--- config.mk ---
export PLATFORM = sky130hd
export DESIGN_NAME = rwp_write_protect
export DESIGN_NICKNAME = d
export VERILOG_FILES = /design/src/rwp_pkg.sv /design/src/rwp_write_protect.sv
export VERILOG_INCLUDE_DIRS = /design/src
export SDC_FILE = /design/constraint.sdc
export NUM_CORES = 1
export LEC_CHECK = 0
export BUFFER_PORTS_ARGS = -buffer_cell sky130_fd_sc_hd__clkbuf_2
export CORE_UTILIZATION = 43
export DETAILED_ROUTE_END_ITERATION = 6
export GPL_TIMING_DRIVEN = 0
export PLACE_DENSITY_LB_ADDON = 0.2
export SLEW_MARGIN = 20
export SYNTH_ARGS = -nofsm -noshare
export SYNTH_HDL_FRONTEND = slang
export SYNTH_SLANG_ARGS = --single-unit
--- constraint.sdc ---
create_clock -name clk_sys -period 1.6 [get_ports clk_sys]
set_clock_uncertainty 0.1 [all_clocks]
set_input_delay 0.16 -clock clk_sys [delete_from_list [all_inputs] [get_ports clk_sys]]
set_output_delay 0.16 -clock clk_sys [all_outputs]
set_load 0.02 [all_outputs]
--- src/rwp_regs.svh ---
`ifndef RWP_REGS_SVH
`define RWP_REGS_SVH
// What this block does
// - Writes to the clock, oscillation-stop and on-chip oscillator registers pass only while bit 0 is set.
// - Writes to the two processor mode registers pass only while bit 1 is set.
// - Writes to the port 0 direction register pass only while bit 2 is set.
// - Writes to the six voltage detection and reference registers pass only while bit 3 is set.
// - Bit 2 clears itself on the next write to any other register in the area after it was set.
// - Bits 0, 1 and 3 stay set across protected writes until software clears them.
// - Bit 7 reads as zero; bits 4 to 6 are reserved and written with zero.
// - Guarded registers cannot be overwritten unless their group enable is set.

`define RWP_ADDR_W        16
`define RWP_CTRL_OFF      16'h000a
`define RWP_CTRL_RESET    8'h00
`define RWP_BIT_CLK       0
`define RWP_BIT_PWR       1
`define RWP_BIT_PORT      2
`define RWP_BIT_VOLT      3
`define RWP_RW_MASK       8'h7f
`define RWP_CLK_CTL0_OFF  16'h0006
`define RWP_CLK_CTL1_OFF  16'h0007
`define RWP_CLK_CTL3_OFF  16'h0008
`define RWP_OSC_STOP_OFF  16'h000c
`define RWP_OSC0_OFF      16'h0023
`define RWP_OSC1_OFF      16'h0024
`define RWP_OSC2_OFF      16'h0025
`define RWP_OSC3_OFF      16'h0029
`define RWP_PMODE0_OFF    16'h0004
`define RWP_PMODE1_OFF    16'h0005
`define RWP_PORT0_DIR_OFF 16'h00e2
`define RWP_VREF_OFF      16'h0026
`define RWP_VDET2_OFF     16'h0032
`define RWP_VLSEL1_OFF    16'h0036
`define RWP_VMON0_OFF     16'h0038
`define RWP_VMON1_OFF     16'h0039
`define RWP_VMON2_OFF     16'h003a
`define RWP_SFR_LAST      16'h02ff
`endif

--- src/rwp_pkg.sv ---
package rwp_pkg;
	typedef enum logic [2:0] {
		RWP_GRP_NONE,
		RWP_GRP_CLK,
		RWP_GRP_PWR,
		RWP_GRP_PORT,
		RWP_GRP_VOLT
	} rwp_group_t;
endpackage

--- src/rwp_write_protect.sv ---
`timescale 1ns/10ps
`include "rwp_regs.svh"
module rwp_write_protect (
	input  wire logic                   clk_sys,
	input  wire logic                   srst,
	input  wire logic [`RWP_ADDR_W-1:0] addr,
	input  wire logic [7:0]             wdata,
	input  wire logic                   wr,
	input  wire logic                   rd,
	output logic [7:0]                  rdata,
	output logic                        sfr_wr_allow,
	output logic [3:0]                  group_enable
);
	logic [7:0]          write_protect_control;
	rwp_pkg::rwp_group_t grp;
	logic                in_sfr;
	logic                ctrl_hit;
	logic                blocked_wr;

	// decode shared by the gate and the checks
	function automatic rwp_pkg::rwp_group_t group_of(
		input logic [`RWP_ADDR_W-1:0] a);
		case (a)
		`RWP_CLK_CTL0_OFF,
		`RWP_CLK_CTL1_OFF,
		`RWP_CLK_CTL3_OFF,
		`RWP_OSC_STOP_OFF,
		`RWP_OSC0_OFF,
		`RWP_OSC1_OFF,
		`RWP_OSC2_OFF,
		`RWP_OSC3_OFF:
			group_of = rwp_pkg::RWP_GRP_CLK;
		`RWP_PMODE0_OFF,
		`RWP_PMODE1_OFF:
			group_of = rwp_pkg::RWP_GRP_PWR;
		`RWP_PORT0_DIR_OFF:
			group_of = rwp_pkg::RWP_GRP_PORT;
		`RWP_VREF_OFF,
		`RWP_VDET2_OFF,
		`RWP_VLSEL1_OFF,
		`RWP_VMON0_OFF,
		`RWP_VMON1_OFF,
		`RWP_VMON2_OFF:
			group_of = rwp_pkg::RWP_GRP_VOLT;
		default:
			group_of = rwp_pkg::RWP_GRP_NONE;
		endcase
	endfunction

	assign grp      = group_of(addr);
	assign in_sfr   = (addr <= `RWP_SFR_LAST);
	assign ctrl_hit = (addr == `RWP_CTRL_OFF);

	// only used by the checks below
	assign blocked_wr = wr && (grp != rwp_pkg::RWP_GRP_NONE)
		&& !sfr_wr_allow;

	// bits 4..6 stored as written, bit 7 never stored
	always_ff @(posedge clk_sys) begin
		if (srst) begin
			write_protect_control <= `RWP_CTRL_RESET;
		end else if (wr && ctrl_hit) begin
			write_protect_control <= wdata & `RWP_RW_MASK;
		end else if (wr && in_sfr) begin
			// other enables untouched by protected writes
			write_protect_control[`RWP_BIT_PORT] <= 1'b0;
		end
	end

	// combinational gate: the target register samples it with its strobe
	always_comb begin
		case (grp)
		rwp_pkg::RWP_GRP_CLK:
			sfr_wr_allow = wr && write_protect_control[`RWP_BIT_CLK];
		rwp_pkg::RWP_GRP_PWR:
			sfr_wr_allow = wr && write_protect_control[`RWP_BIT_PWR];
		rwp_pkg::RWP_GRP_PORT:
			sfr_wr_allow = wr && write_protect_control[`RWP_BIT_PORT];
		rwp_pkg::RWP_GRP_VOLT:
			sfr_wr_allow = wr && write_protect_control[`RWP_BIT_VOLT];
		default:
			sfr_wr_allow = wr && !ctrl_hit; // unguarded registers
		endcase
	end
	// a blocked write simply never reaches the target

	assign group_enable = write_protect_control[3:0];

	always_ff @(posedge clk_sys) begin
		if (srst) begin
			rdata <= 8'h00;
		end else if (rd && ctrl_hit) begin
			rdata <= write_protect_control & `RWP_RW_MASK;
		end else begin
			rdata <= 8'h00;
		end
	end
endmodule

==> out/metrics.cfg <==
[yosys]
synth_area_leaders=dfxtp_1 (37%), mux2i_1 (8.0%), and2_1 (5.8%)
synthTopCellsByCount=dfxtp_1 (14), nor2_1 (11), and2_1 (7)
synth_most_common_cell=dfxtp_1
yosys.area_share.simple=0.371
yosysSeqAreaShare=0.373
ys_ff_latch=14
syn_area_per_cell_um2=9.28
syn_nets=109
syn_inst=81
synth_adder_area_share=0
synth_top_area_frac=0.373
synth_compound_area_frac=0.0899
syn-cell-area_um2=752
yosysTopAreaCell=dfxtp_1
synth_top_family_by_area=simple AND/OR/NAND/NOR gates
ys_warn_count=0
synth-edff-count=0
synth_cell_type_count=32
synthFlopType=dfxtp_1
async_reset_ff_frac=0
synthXorXnorAreaFrac=0
synth_mux_area_frac=0.0799

[run]
cap_violations=0

[global_routing]
busiest_layer=met2
grt_max_degree=11
grt_overflow=0
met1_usage=0.213
grt_pass1_vias=614
use_met3=0.0750
antenna_found_initial=0
grt_usage=0.177
met2_usage=0.284
grt_pass1_wl_mm=2.45

[clock_tree]
clkSinkCount=14
htree_levels=1
cts_hold_buf=0
clk_path_buf_depth=2
cts_buffers=3
cts_tree=done
clkTransAtPathRegs_ps=70
cts-root-buf=clkbuf_4
clock_latency_ps=270

[pwr]
p_leak_nw=0.453
power_switching_mw=0.137
switching_share=0.223
p_per_area_nw_per_um2=612
irDropWorstVdd_mv=0.442
power_mw=0.615
seqPwrFrac=0.566
pwr-share-comb=0.137
p_clk_frac=0.297
internal_power_mw=0.477

[routing]
ant_nets=0
drc=3
drt_iter0_markers=13
vias_per_cell=5.16
route.vias.total=712
wl_per_cell_um=10.5
routed_wl_mm=1.46
drt_first_pass_iters=6

[final_layout]
drive_gt1_frac=0.443
final_cell_area_um2=1000
fin_nets=152
num-fill-cells=152
area_growth_pct=33.6
num_antenna_cells=0
final_util=0.637

[setup_path]
crit_chain=nor4b_2 -> nor2_1 -> a221o_1 -> o2111ai_2 -> a21boi_1 -> buf_4
cp-end-kind=output pin
arrival_ps=1500
critPathSlowestCell=dfxtp_2
required_ps=1340
crit_fanout=2
worstSetupStartpointType=flip-flop
cpPeakStageDelay_ps=330
critical_path_class=flip-flop to output pin

[sta]
report.final.hold_viol_count=0
fin_crit_ps=1760
fin_ws_ps=-160
rsz0062_at_grt=yes
finalCritPeriodShare=1.10
setup_tns_ps=-160
fmax_mhz=568
maxSlewViolCount=0
setup_violations=1

[placement]
dp_worst_setup_slack_ps=-96.1
dpl-instance-area_um2=957
numPortBuffers=37
gp_congestion=0.830

[status]
status=complete, but fails checks
violations=DRC, setup timing

[die]
start_util=0.477
row_count=14
die_h_um=43.8
ios=41
die_x_um=43.8
dieArea_um2=1920
coreArea_um2=1580

[min_path]
hp-class=input port to flip-flop

power groups by stage:
stage	Sequential, mW	Clock [mW]	Combinational (mW)
global route	0.348	0.215	0.0944
detailed placement	0.356	0	0.0809
floorplan	0.356	0	0.0342
global placement	0.356	0	0.0793
CTS	0.348	0.190	0.0829
finish	0.348	0.182	0.0843
metrics by stage:
step           instances  hold slack (ps)
2_1_floorplan         81              207
3_3_place_gp         134              295
3_5_place_dp         134              303
4_1_cts              138             24.0
5_1_grt              138             28.7
6_report             138             27.6
registers in the layout (all words and copies together) (netlist names):
register and flops:
rdata 7, write_protect_control 7
cell families after synthesis:
logic type      Yosys count
buf+inv                   9
compound gates            9
flops                    14
simple gates             42
other cells               1
mux                       6
timing repair:
action	in CTS	in global routing
cloned	0	0
buffers inserted	1	0
resized for setup	3	3
endpoints found under the setup margin	1	1
pin swaps	2	1
critical path: cells and delay by family (launching register included):
family	cells	cell delay, ps
AOI/OAI and AO/OA	3	490
buffers and inverters	1	160
DFF	1	330
and+or+nand+nor	2	260
final timing paths:
kind | slack, ps | start | to | cells past startpoint
worst min register to register | 360 | write_protect_control[4]$_SDFFE_PP0P_ | rdata[4]$_SDFF_PP0_ | 1
worst max register to register | 740 | write_protect_control[1]$_SDFFE_PP0P_ | write_protect_control[1]$_SDFFE_PP0P_ | 3
worst max-delay path | -160 | write_protect_control[1]$_SDFFE_PP0P_ | sfr_wr_allow | 6
worst min-delay path | 30 | wdata[5] | write_protect_control[5]$_SDFFE_PP0P_ | 3
layout make-up:
type / instances / area (µm²) / area share
sequential: 14 / 282 / 0.280
buffer: 8 / 57.6 / 0.0573
timing repair buffer: 38 / 195 / 0.194
clock buffer: 3 / 22.5 / 0.0224
inverter: 1 / 3.75 / 0.00374
tap: 16 / 20.0 / 0.0199
multi-input combinational: 58 / 424 / 0.422
layer usage:
layer	wire length, µm	vias up
met3	130	2
met5	0	-
met2	676	31
met4	10	0
met1	636	305
li1	-	374
layout by cell type (no fill, tap or decap), types with 2 or more instances in the layout:
cell type and instances:
and2_1 7, nor2b_1 2, nor3b_1 2, buf_4 7, clkbuf_2 37, o21ai_0 2, dfxtp_1 13, nor3_1 2
nor2_1 11, nand2_1 2, nand4_1 3, nor4bb_1 2, mux2i_1 6, nand3_1 2, clkbuf_4 3, and4_1 2
and3b_1 2
Note: power is estimated with default switching activity, not from simulation.
